### config.mk
export PLATFORM = sky130hd
export DESIGN_NAME = odt_mem_ctrl_flat
export DESIGN_NICKNAME = d
export VERILOG_FILES = /design/src/logic/odt_pkg.sv /design/src/logic/odt_link_if.sv /design/src/logic/odt_mem_ctrl.sv /design/src/flat_wrapper.sv
export SDC_FILE = /design/constraint.sdc
export NUM_CORES = 1
export LEC_CHECK = 0
export BUFFER_PORTS_ARGS = -buffer_cell sky130_fd_sc_hd__clkbuf_2
export CAP_MARGIN = 20
export CELL_PAD_IN_SITES_DETAIL_PLACEMENT = 1
export CELL_PAD_IN_SITES_GLOBAL_PLACEMENT = 1
export CORE_MARGIN = 4
export CORE_UTILIZATION = 30
export CTS_CLUSTER_SIZE = 30
export DETAILED_ROUTE_END_ITERATION = 10
export HOLD_SLACK_MARGIN = 0.08
export PLACE_DENSITY_LB_ADDON = 0.2
export SLEW_MARGIN = 10
export SYNTH_ARGS = -nofsm -noshare
export SYNTH_HDL_FRONTEND = slang
export SYNTH_SLANG_ARGS = --single-unit
export TNS_END_PERCENT = 1
### constraint.sdc
create_clock -name pclk -period 1.8 [get_ports pclk]
set_input_delay 0.27 -clock pclk [delete_from_list [all_inputs] [get_ports pclk]]
set_output_delay 0.27 -clock pclk [all_outputs]
set_load 0.03 [all_outputs]
### src/logic/odt_pkg.sv
// Shared constants, types and helpers of the termination control ends
package odt_pkg;

   // Clock and asynchronous path timing
   localparam int CLK_PERIOD_PS      = 10000;
   localparam int ASYNC_DELAY_MIN_PS = 2000;
   localparam int ASYNC_DELAY_MAX_PS = 8500;
   // Longest delay rounds down, but never below one cycle
   localparam int ASYNC_DELAY_CYCLES =
      (ASYNC_DELAY_MAX_PS / CLK_PERIOD_PS < 1) ? 1 :
      ASYNC_DELAY_MAX_PS / CLK_PERIOD_PS;

   // Latency figures in clock cycles
   localparam int LAT_OFFSET       = 2;
   localparam int TERM_HOLD_SHORT  = 4;
   localparam int TERM_HOLD_LONG   = 6;
   localparam int RETURN_CHOP_BASE = 4;
   localparam int RETURN_FULL_BASE = 6;

   // Nominal strength select codes
   localparam logic [2:0] NOM_OFF        = 3'h0;
   localparam logic [2:0] NOM_RZQ4       = 3'h1;
   localparam logic [2:0] NOM_RZQ2       = 3'h2;
   localparam logic [2:0] NOM_RZQ6       = 3'h3;
   localparam logic [2:0] NOM_LAST_LEGAL = 3'h5;

   // Write strength select codes
   localparam logic [1:0] WR_OFF      = 2'h0;
   localparam logic [1:0] WR_RZQ4     = 2'h1;
   localparam logic [1:0] WR_RZQ2     = 2'h2;
   localparam logic [1:0] WR_RESERVED = 2'h3;

   // Controller register map
   localparam logic [7:0] ADDR_CTRL   = 8'h00;
   localparam logic [7:0] ADDR_MODE   = 8'h04;
   localparam logic [7:0] ADDR_CMD    = 8'h08;
   localparam logic [7:0] ADDR_STATUS = 8'h0C;

   // Control register bits
   localparam int CTRL_ODT_BIT   = 0;
   localparam int CTRL_SREF_BIT  = 1;
   localparam int CTRL_READ_BIT  = 2;
   localparam int CTRL_INIT_BIT  = 3;
   localparam int CTRL_DLLD_BIT  = 4;
   localparam int CTRL_ASYNC_BIT = 5;

   // Mode register fields
   localparam int MODE_NOM_LSB = 0;
   localparam int MODE_WR_LSB  = 3;
   localparam int MODE_CWL_LSB = 5;
   localparam int MODE_AL_LSB  = 9;

   // Command register bits
   localparam int CMD_WRITE_BIT = 0;
   localparam int CMD_CHOP_BIT  = 1;

   // Status register bits
   localparam int STAT_ODT_BIT      = 0;
   localparam int STAT_HOLD_BIT     = 1;
   localparam int STAT_MODE_REJ_BIT = 2;
   localparam int STAT_CMD_REJ_BIT  = 3;
   localparam int STAT_SREF_BIT     = 4;
   localparam int STAT_READ_BIT     = 5;

   // Reset values
   localparam logic [3:0] CWL_RESET = 4'h5;
   localparam logic [3:0] AL_RESET  = 4'h0;

   typedef enum logic [1:0] {
      STRENGTH_NONE    = 2'b00,
      STRENGTH_NOMINAL = 2'b01,
      STRENGTH_WRITE   = 2'b11
   } strength_e;

   typedef enum logic [1:0] {
      MODE_OFF   = 2'b00,
      MODE_SYNC  = 2'b01,
      MODE_ASYNC = 2'b11
   } timing_mode_e;

   // Turn-on and turn-off latency, floored at one cycle
   function automatic logic [5:0] term_latency(input logic [3:0] cwl,
                                               input logic [3:0] al);
      logic [5:0] sum;
      sum = {2'h0, cwl} + {2'h0, al};
      term_latency = (sum > 6'(LAT_OFFSET)) ? sum - 6'(LAT_OFFSET) : 6'h01;
   endfunction : term_latency

endpackage : odt_pkg

### src/logic/odt_link_if.sv
// Link between the memory controller end and the termination control end
interface odt_link_if;
   logic       odt;           // Termination request pin
   logic       wr_cmd;        // Write command registered this cycle
   logic       wr_chop;       // Write is a chop-4 burst
   logic       self_refresh;  // Device in self refresh
   logic       read_busy;     // Device performing a read
   logic       dll_disabled;  // DLL disable mode
   logic       dll_async;     // DLL off in power-down or resynchronizing
   logic [2:0] nom_sel;       // Nominal termination select field
   logic [1:0] wr_sel;        // Write termination select field
   logic [3:0] cwl;           // Write latency setting
   logic [3:0] al;            // Additive latency setting

   modport ctrl (
      output odt, wr_cmd, wr_chop, self_refresh, read_busy,
      output dll_disabled, dll_async, nom_sel, wr_sel, cwl, al
   );

   modport dram (
      input odt, wr_cmd, wr_chop, self_refresh, read_busy,
      input dll_disabled, dll_async, nom_sel, wr_sel, cwl, al
   );
endinterface : odt_link_if

### src/logic/odt_mem_ctrl.sv
// Controller end: APB registers drive the termination pin and commands
//
// Our own choices: register access over APB and the placing of the registers.
module odt_mem_ctrl (
   odt_link_if.ctrl    link,    // Device side
   input  wire logic        pclk,    // Clock
   input  wire logic        presetn, // Async reset, low
   input  wire logic        psel,    // APB select
   input  wire logic        penable, // APB access phase
   input  wire logic        pwrite,  // APB write
   input  wire logic [7:0]  paddr,   // APB byte address
   input  wire logic [31:0] pwdata,  // APB write data
   output logic [31:0]      prdata,  // APB read data
   output logic             pready,  // APB ready
   output logic             pslverr  // APB error
);
   typedef struct packed {
      logic [5:0]  ctrl;
      logic [2:0]  nom_sel;
      logic [1:0]  wr_sel;
      logic [3:0]  cwl;
      logic [3:0]  al;
      logic        odt;
      logic        sref;
      logic        read;
      logic        wr_cmd;
      logic        wr_chop;
      logic [2:0]  hold;
      logic        mode_rej;
      logic        cmd_rej;
      logic [31:0] rdata;
   } host_s;

   host_s state_reg;
   host_s state_next;

   logic wr_acc;
   logic rd_acc;
   logic mapped;

   assign mapped = (paddr == odt_pkg::ADDR_CTRL) ||
                   (paddr == odt_pkg::ADDR_MODE) ||
                   (paddr == odt_pkg::ADDR_CMD)  ||
                   (paddr == odt_pkg::ADDR_STATUS);
   assign wr_acc = psel && penable && pwrite;
   assign rd_acc = psel && !penable && !pwrite;

   always_comb begin
      logic [2:0] n_nom;
      logic [1:0] n_wr;
      logic       want;
      logic       legal;
      n_nom = pwdata[odt_pkg::MODE_NOM_LSB +: 3];
      n_wr  = pwdata[odt_pkg::MODE_WR_LSB +: 2];
      // Reserved codes refused; nominal used in writes limited
      legal = (n_nom <= odt_pkg::NOM_LAST_LEGAL) &&
              (n_wr != odt_pkg::WR_RESERVED) &&
              (n_wr != odt_pkg::WR_OFF || n_nom == odt_pkg::NOM_OFF ||
               n_nom == odt_pkg::NOM_RZQ2 || n_nom == odt_pkg::NOM_RZQ4 ||
               n_nom == odt_pkg::NOM_RZQ6);
      state_next        = state_reg;
      state_next.wr_cmd = 1'b0;
      if (state_reg.hold != 3'h0) begin
         state_next.hold = state_reg.hold - 3'h1;
      end

      if (wr_acc) begin
         case (paddr)
            odt_pkg::ADDR_CTRL: begin
               state_next.ctrl = pwdata[5:0];
            end
            odt_pkg::ADDR_MODE: begin
               if (legal) begin
                  state_next.nom_sel = n_nom;
                  state_next.wr_sel  = n_wr;
                  state_next.cwl = pwdata[odt_pkg::MODE_CWL_LSB +: 4];
                  state_next.al  = pwdata[odt_pkg::MODE_AL_LSB +: 4];
               end else begin
                  state_next.mode_rej = 1'b1;
               end
            end
            odt_pkg::ADDR_CMD: begin
               // Writes refused while reading or in self refresh
               if (pwdata[odt_pkg::CMD_WRITE_BIT] && !state_reg.read &&
                   !state_reg.sref) begin
                  state_next.wr_cmd  = 1'b1;
                  state_next.wr_chop = pwdata[odt_pkg::CMD_CHOP_BIT];
                  if (state_reg.odt) begin
                     state_next.hold = pwdata[odt_pkg::CMD_CHOP_BIT] ?
                        3'(odt_pkg::TERM_HOLD_SHORT - 1) :
                        3'(odt_pkg::TERM_HOLD_LONG - 1);
                  end
               end else if (pwdata[odt_pkg::CMD_WRITE_BIT]) begin
                  state_next.cmd_rej = 1'b1;
               end
            end
            odt_pkg::ADDR_STATUS: begin
               // Write one to clear; a same-cycle set is kept below
               if (pwdata[odt_pkg::STAT_MODE_REJ_BIT] &&
                   state_next.mode_rej == state_reg.mode_rej) begin
                  state_next.mode_rej = 1'b0;
               end
               if (pwdata[odt_pkg::STAT_CMD_REJ_BIT] &&
                   state_next.cmd_rej == state_reg.cmd_rej) begin
                  state_next.cmd_rej = 1'b0;
               end
            end
            default: begin
               state_next.rdata = state_reg.rdata;
            end
         endcase
      end

      // Pin request gated by init, read and self refresh demands
      want = state_reg.ctrl[odt_pkg::CTRL_ODT_BIT] &&
             state_reg.ctrl[odt_pkg::CTRL_INIT_BIT] &&
             !state_reg.ctrl[odt_pkg::CTRL_READ_BIT] &&
             !state_reg.ctrl[odt_pkg::CTRL_SREF_BIT];
      if (want && !state_reg.read && !state_reg.sref) begin
         if (!state_reg.odt) begin
            state_next.hold = 3'(odt_pkg::TERM_HOLD_SHORT - 1);
         end
         state_next.odt = 1'b1;
      end else if (state_reg.hold == 3'h0 && !state_next.wr_cmd) begin
         state_next.odt = 1'b0;
      end
      // Read and self refresh start only once the pin is low
      state_next.read = state_reg.ctrl[odt_pkg::CTRL_READ_BIT] &&
                        (state_reg.read || !state_reg.odt);
      state_next.sref = state_reg.ctrl[odt_pkg::CTRL_SREF_BIT] &&
                        (state_reg.sref || !state_reg.odt);

      if (rd_acc) begin
         case (paddr)
            odt_pkg::ADDR_CTRL: begin
               state_next.rdata = {26'h0, state_reg.ctrl};
            end
            odt_pkg::ADDR_MODE: begin
               state_next.rdata = {19'h0, state_reg.al, state_reg.cwl,
                                   state_reg.wr_sel, state_reg.nom_sel};
            end
            odt_pkg::ADDR_STATUS: begin
               state_next.rdata = {26'h0, state_reg.read, state_reg.sref,
                                   state_reg.cmd_rej, state_reg.mode_rej,
                                   state_reg.hold != 3'h0, state_reg.odt};
            end
            default: begin
               state_next.rdata = 32'h0000_0000;
            end
         endcase
      end
   end

   always_ff @(posedge pclk or negedge presetn) begin
      if (!presetn) begin
         state_reg <= '{ctrl: 6'h00, nom_sel: odt_pkg::NOM_OFF,
                        wr_sel: odt_pkg::WR_OFF,
                        cwl: odt_pkg::CWL_RESET, al: odt_pkg::AL_RESET,
                        odt: 1'b0, sref: 1'b0, read: 1'b0,
                        wr_cmd: 1'b0, wr_chop: 1'b0, hold: 3'h0,
                        mode_rej: 1'b0, cmd_rej: 1'b0,
                        rdata: 32'h0000_0000};
      end else begin
         state_reg <= state_next;
      end
   end

   assign prdata            = state_reg.rdata;
   assign pready            = 1'b1;
   assign pslverr           = psel && penable && !mapped;
   assign link.odt          = state_reg.odt;
   assign link.wr_cmd       = state_reg.wr_cmd;
   assign link.wr_chop      = state_reg.wr_chop;
   assign link.self_refresh = state_reg.sref;
   assign link.read_busy    = state_reg.read;
   assign link.dll_disabled = state_reg.ctrl[odt_pkg::CTRL_DLLD_BIT];
   assign link.dll_async    = state_reg.ctrl[odt_pkg::CTRL_ASYNC_BIT];
   assign link.nom_sel      = state_reg.nom_sel;
   assign link.wr_sel       = state_reg.wr_sel;
   assign link.cwl          = state_reg.cwl;
   assign link.al           = state_reg.al;
endmodule : odt_mem_ctrl

### src/flat_wrapper.sv
// flat-port wrapper written by rule: the top's interface ports become plain ports
module odt_mem_ctrl_flat 
  (pclk, presetn, psel, penable, pwrite, paddr, pwdata, prdata, pready, pslverr, link_odt, link_wr_cmd, link_wr_chop, link_self_refresh, link_read_busy, link_dll_disabled, link_dll_async, link_nom_sel, link_wr_sel, link_cwl, link_al);
  odt_link_if link_i ();
  input  wire logic pclk;
  input  wire logic presetn;
  input  wire logic psel;
  input  wire logic penable;
  input  wire logic pwrite;
  input  wire logic [7:0] paddr;
  input  wire logic [31:0] pwdata;
  output logic [31:0] prdata;
  output logic pready;
  output logic pslverr;
  output wire logic [$bits(link_i.odt)-1:0] link_odt;
  output wire logic [$bits(link_i.wr_cmd)-1:0] link_wr_cmd;
  output wire logic [$bits(link_i.wr_chop)-1:0] link_wr_chop;
  output wire logic [$bits(link_i.self_refresh)-1:0] link_self_refresh;
  output wire logic [$bits(link_i.read_busy)-1:0] link_read_busy;
  output wire logic [$bits(link_i.dll_disabled)-1:0] link_dll_disabled;
  output wire logic [$bits(link_i.dll_async)-1:0] link_dll_async;
  output wire logic [$bits(link_i.nom_sel)-1:0] link_nom_sel;
  output wire logic [$bits(link_i.wr_sel)-1:0] link_wr_sel;
  output wire logic [$bits(link_i.cwl)-1:0] link_cwl;
  output wire logic [$bits(link_i.al)-1:0] link_al;
  assign link_odt = link_i.odt;
  assign link_wr_cmd = link_i.wr_cmd;
  assign link_wr_chop = link_i.wr_chop;
  assign link_self_refresh = link_i.self_refresh;
  assign link_read_busy = link_i.read_busy;
  assign link_dll_disabled = link_i.dll_disabled;
  assign link_dll_async = link_i.dll_async;
  assign link_nom_sel = link_i.nom_sel;
  assign link_wr_sel = link_i.wr_sel;
  assign link_cwl = link_i.cwl;
  assign link_al = link_i.al;
  odt_mem_ctrl u_core (.link(link_i), .pclk(pclk), .presetn(presetn), .psel(psel), .penable(penable), .pwrite(pwrite), .paddr(paddr), .pwdata(pwdata), .prdata(prdata), .pready(pready), .pslverr(pslverr));
endmodule
== Word level (Yosys, flattened, before mapping) ==
Index checks and enable logic that the tools add are counted.

* Bits in registers: 61
* Memories kept: 0
* Word-level logic and storage cells: 95
* RAM bits: 0
* Bits in latches: 0
* Bits in read-only memories: 0
* Output and inout port bits: 54

* Mux-type cells: 19
* Order comparisons: 1
* Add/subtract/negate cells: 1
* Shifts and indexed selects: 0
* Multiply operators: 0
* Bitwise gates (word level): 0
* Div/mod/pow operators: 0
* Equal/unequal tests: 12
* Reduce and logical (&&, ||, !) cells: 48

{| class="wikitable"
|+ Operators by type and width
! kind !! number
|-
| 39-bit 2-to-1 mux || 1
|-
| 13-bit case mux with 3 select lines || 1
|-
| 32-bit 2-to-1 mux || 1
|-
| 1-bit logical AND || 17
|-
| 8-bit by 4-bit == test with 1-bit output, second input constant || 2
|-
| 3-bit 2-to-1 mux || 5
|-
| 2-bit inequality test, second input constant || 6
|-
| 5-bit 2-to-1 mux || 2
|-
| 1-bit zero test || 9
|-
| 1-bit logical OR || 9
|-
| 8-bit by 3-bit == test with 1-bit output, second input constant || 1
|-
| 8-bit zero test || 1
|-
| 2-bit nonzero test || 4
|-
| 1-bit 2-to-1 mux || 7
|-
| 3-bit by 2-bit == test with 1-bit output, second input constant || 2
|-
| 3-bit zero test || 2
|-
| 3-bit AND reduction || 2
|-
| 5-bit AND reduction || 1
|-
| 1-bit case mux with 2 select lines || 2
|-
| 4-bit AND reduction || 1
|-
| 3-bit by 1-bit == test with 1-bit output, second input constant || 1
|-
| 3-bit <= comparator, second input constant || 1
|-
| 3-bit nonzero test || 1
|-
| 3-bit by 1-bit subtractor with 3-bit output, second input constant || 1
|-
| 2-bit AND reduction || 1
|}

== Depth between registers and ports, before layout ==
* Word-level depth: 13
* Depth in mapped cells: 6
* Gate-level depth less buffers: 6

== Least setup slack after synthesis ==
OpenSTA, ideal clock, no wires.

* Kind: input -> register
* From: in paddr[5]
* To: reg u_core.state_reg (netlist bit u_core.link.al[3])
* Path slack: -0.054 ns
* Buffers on the path: 1
* Arrival: 1.729 ns
* Stages: 5
* Data required time: 1.675 ns
* Cell sequence: or4_4 > nor3_4 > nand4b_4 > buf_6 > mux2_4

* Longest elaborated chain between the ends: 2

{| class="wikitable"
|+ Ends and longest elaborated chain
! what !! RTL line !! text
|-
| from (decl) || flat_wrapper.sv:10 || <nowiki>input wire logic [7:0] paddr;</nowiki>
|-
| 8-bit by 3-bit == test with 1-bit output || odt_mem_ctrl.sv:68 || <nowiki>case (paddr)</nowiki>
|-
| 3-bit AND reduction (no line) || -- ||
|-
| to (signal assigned) || odt_mem_ctrl.sv:156 || <nowiki>state_reg <= '{ctrl: 6'h00, nom_sel: odt_pkg::NOM_OFF,</nowiki>
|-
| to (signal assigned) || odt_mem_ctrl.sv:164 || <nowiki>state_reg <= state_next;</nowiki>
|-
| to (decl) || odt_mem_ctrl.sv:34 || <nowiki>host_s state_reg;</nowiki>
|}

Every way passes these cells.
A chain may end at the register's enable or synchronous reset.

== Worst setup path after layout ==
* From: in paddr[6]
* To: out pslverr

* Longest elaborated chain between the ends: 6
* Elaborated cells on any way between the ends: 9

{| class="wikitable"
|+ Ends and longest elaborated chain
! what !! RTL line !! text
|-
| 8-bit by 3-bit == test with 1-bit output or 8-bit zero test (tied branches) || odt_mem_ctrl.sv:42, odt_mem_ctrl.sv:41 ||
|-
| 1-bit logical OR || odt_mem_ctrl.sv:41 || <nowiki>assign mapped = (paddr == odt_pkg::ADDR_CTRL) ||</nowiki>
|-
| 1-bit logical OR || odt_mem_ctrl.sv:42 || <nowiki>(paddr == odt_pkg::ADDR_MODE) ||</nowiki>
|-
| 1-bit logical OR * || odt_mem_ctrl.sv:43 || <nowiki>(paddr == odt_pkg::ADDR_CMD) ||</nowiki>
|-
| 1-bit zero test * || odt_mem_ctrl.sv:170 || <nowiki>assign pslverr = psel && penable && !mapped;</nowiki>
|-
| 1-bit logical AND * || odt_mem_ctrl.sv:170 ||
|-
| to (decl) || flat_wrapper.sv:14 || <nowiki>output logic pslverr;</nowiki>
|}

Mark *: on every way between the ends. The rest lies on a longest branch, timed or not.

==> impl_metrics.toml <==
[run_status]
outcome = "finished clean"

[logic_synthesis]
yosysSeqAreaShare_pct = 45.3
synthCells = 197
synth.ff_latch_count = 42
synth_top_cell_by_area = "dfrtp_1"
syn_avg_cell_area_um2 = 11.8
synthTopCellsByArea = "dfrtp_1 43%, buf_4 15%, mux2_4 6.5%, mux2_2 5.3%, a22o_1 4.9%"
yosysTopAreaCellShare_pct = 43.1
netlist-cell-type-count = 41
syn_area_mm2 = 0.00232
yosysWarnings = 0

[global_routing]
antenna_found_initial = 0
grt_pass1_vias = 1655
grt_pass1_wl_um = 8690
overflow = 0
grt_max_degree = 43
grt_usage_pct = 12.5

[critical_path]
crit_path_cell_trace = "clkbuf_2 > or4_4 > or2_4 > and3_1 > buf_6"
cp.arrival_ns = 1.49
r2r_cells = 4
r2r_start = "u_core.link.self_refresh"
timing.rr.end = "u_core.link.wr_chop"
ff2ff_setup_slack_ns = 0.08
cp_top_family = "simple AND/OR/NAND/NOR gates"
critPathMaxStageDelay_ns = 0.54
crit_fanout = 3
worst_path_max_delay_cell = "or4_4"
critPathCaptureType = "output port"
crit_required_ns = 1.53
start_kind = "input port"
worstSetupPathType = "in2out"
worst-path-buf-inv = 2

[die]
fp.dieH_um = 96.0
rows = 31
initial_core_util_pct = 31.4
io_pins = 99
die_area_mm2 = 0.00922
design.core.area_mm2 = 0.00741
die_w_um = 96.0

[sta]
final.setup.worst_slack_ns = 0.0449
rsz0062_at_grt = "true"
fin_crit_sh_pct = 97.5
period_needed_ns = 1.76
finalHoldViolations = 0
final-setup-viol-count = 0
max_freq_mhz = 570
max-slew-margin-rel_pct = 64.0
worstMarginPinSlew_ns = 0.541
skew_ns = 0.0111
hold_ws_ns = 0.203
drv_slew = 0

[pwr]
p_per_area_mw_per_mm2 = 794
vdd_ir_drop_max_mv = 0.456
power_leakage_nw = 1.51

[layout]
fill_cells = 843
stdcell_count = 355
largest_reg_flops = 13
postLayoutCellArea_mm2 = 0.00278
final_layout_size_suffix_gt1_share_pct = 48.4
area_growth_pct = 19.4
final_nets = 302
n_antenna_cell = 0

[worst_hold_path]
whs_endpoint = "u_core.link.al[2]"
hold_path_class = "in2reg"
hp-start = "pwdata[11]"
hold_depth = 2

[clocking]
cts_buffer_depth = 2
cts_tree = "yes"
htreeDepth = 2
clock-root-buffer = "clkbuf_8"
cts_buffers = 5
clock-sinks = 42
clk_latency_ns = 0.30
clkTransAtPathRegs_ns = 0.08

[drt]
wl_um = 5350
drcViolationCount = 0
drt-initial-drc-count = 37
ant_nets = 0
drtPass1Iterations = 4
wl_per_cell_um = 15.1
vias = 1575
viasPerCell = 4.44

[place]
globalplace.congestion = 0.713
hpwl_um = 4090
post-place-cells = 342
pre_cts_slack_ns = -0.168
portBuffers = 59
dpl_cell_area_mm2 = 0.00262

[job]
cap_violations = 0
cells in the mapped netlist:
cell	number
a211oi_2	1
o21ai_0	2
o2bb2ai_1	1
inv_1	6
o22ai_1	4
or4_4	1
nand2b_1	1
conb_1	2
nor2b_1	1
dfrtp_1	40
a21boi_0	2
nor4_2	1
or2_2	2
a22o_1	13
a22oi_1	2
a31o_2	1
nand4b_1	1
o21bai_1	2
xnor2_1	1
buf_4	46
a211oi_1	2
mux2i_1	8
and3_1	1
mux2_4	10
nor3_1	1
nor4_4	1
and2_1	1
nand4b_4	1
nand3_1	2
or4_1	1
nor3_4	1
nand2_1	8
nand3b_1	1
buf_6	1
a41oi_1	2
ha_1	2
or4bb_1	1
dfstp_2	2
nor2_1	6
mux2_2	11
clkbuf_1	4
cell families (layout without fill, tap and decap cells):
kind of cell    Yosys count  after routing  synth area share, %
mux                      29             29                 15.2
other cells               2             20                0.323
flops                    42             42                 45.3
simple gates             32             32                 9.69
fa+ha+maj                 2              2                 1.08
buf+inv                  57             98                 17.0
compound gates           32             32                 11.0
xor+xnor                  1              1                0.377
final cells by class:
class	count	area [um^2]	area share [%]
inverters	6	22.5	0.812
repair buffers	84	517	18.6
clock buffers	5	68.8	2.48
clock inverters	3	40.0	1.44
well taps	99	124	4.46
multi-input cells	116	950	34.2
flip-flops and latches	42	1050	38.0
what timing repair did:
| action | 4_1_cts | 5_1_grt |
|---|---|---|
| setup endpoints to repair | 1 | 2 |
| hold buffers | 1 | 0 |
| resized for setup | 2 | 3 |
| pin swaps | 1 | 1 |
| hold endpoints to repair | 40 | 0 |
| setup buffers | 1 | 3 |
placed cells by master, fill, tap and decap left out, types with 2 or more instances in the layout:
cell       n
mux2_2    11
a22o_1    13
dfrtp_1   40
ha_1       2
a21boi_0   2
o21ai_0    2
clkbuf_8   5
nand2_1    7
a22oi_1    2
nand3_1    2
clkbuf_2  58
buf_4     22
dfstp_2    2
clkinv_2   2
buf_12     2
conb_1    20
o21bai_1   2
a211oi_1   2
mux2i_1    8
mux2_4    10
o22ai_1    4
a41oi_1    2
inv_1      6
nor2_1     6
worst max-delay path by stage:
stage | slack [ns] | cells past startpoint | from | to
final | 0.04 | 5 | paddr[6] | pslverr
after global routing | -0.04 | 4 | u_core.link.read_busy | u_core.link.wr_chop
after CTS | 0.002 | 5 | paddr[5] | pslverr
after detailed placement | -0.17 | 6 | paddr[5] | u_core.state_reg[56]
after global placement | -0.17 | 6 | paddr[5] | u_core.state_reg[55]
after floorplan | -0.05 | 5 | paddr[5] | u_core.link.al[3]
per-stage QoR:
step | util [%] | setup TNS, ns | power, mW
floorplan | - | -0.459 | 1.35
CTS | 37.1 | 0 | 2.24
finish | 37.5 | 0 | 2.20
global route | 37.5 | -0.0412 | 2.34
detailed placement | 35.3 | -3.36 | 1.47
global placement | 35.3 | -3.18 | 1.46
power breakdown:
group	total, mW	switching [mW]	leakage [nW]	internal (mW)
registers	1.01	0.0278	0.573	0.987
clock network	0.744	0.335	0.0579	0.409
logic	0.445	0.256	0.875	0.189
per-layer routing:
layer	up-vias	global-route usage [%]	share of wire, %
met5	-	0	0
met4	0	4.62	1.6
li1	746	-	-
met2	58	19.6	47
met3	6	2.97	6.9
met1	765	16.7	45
(Power assumes the default switching activity.)
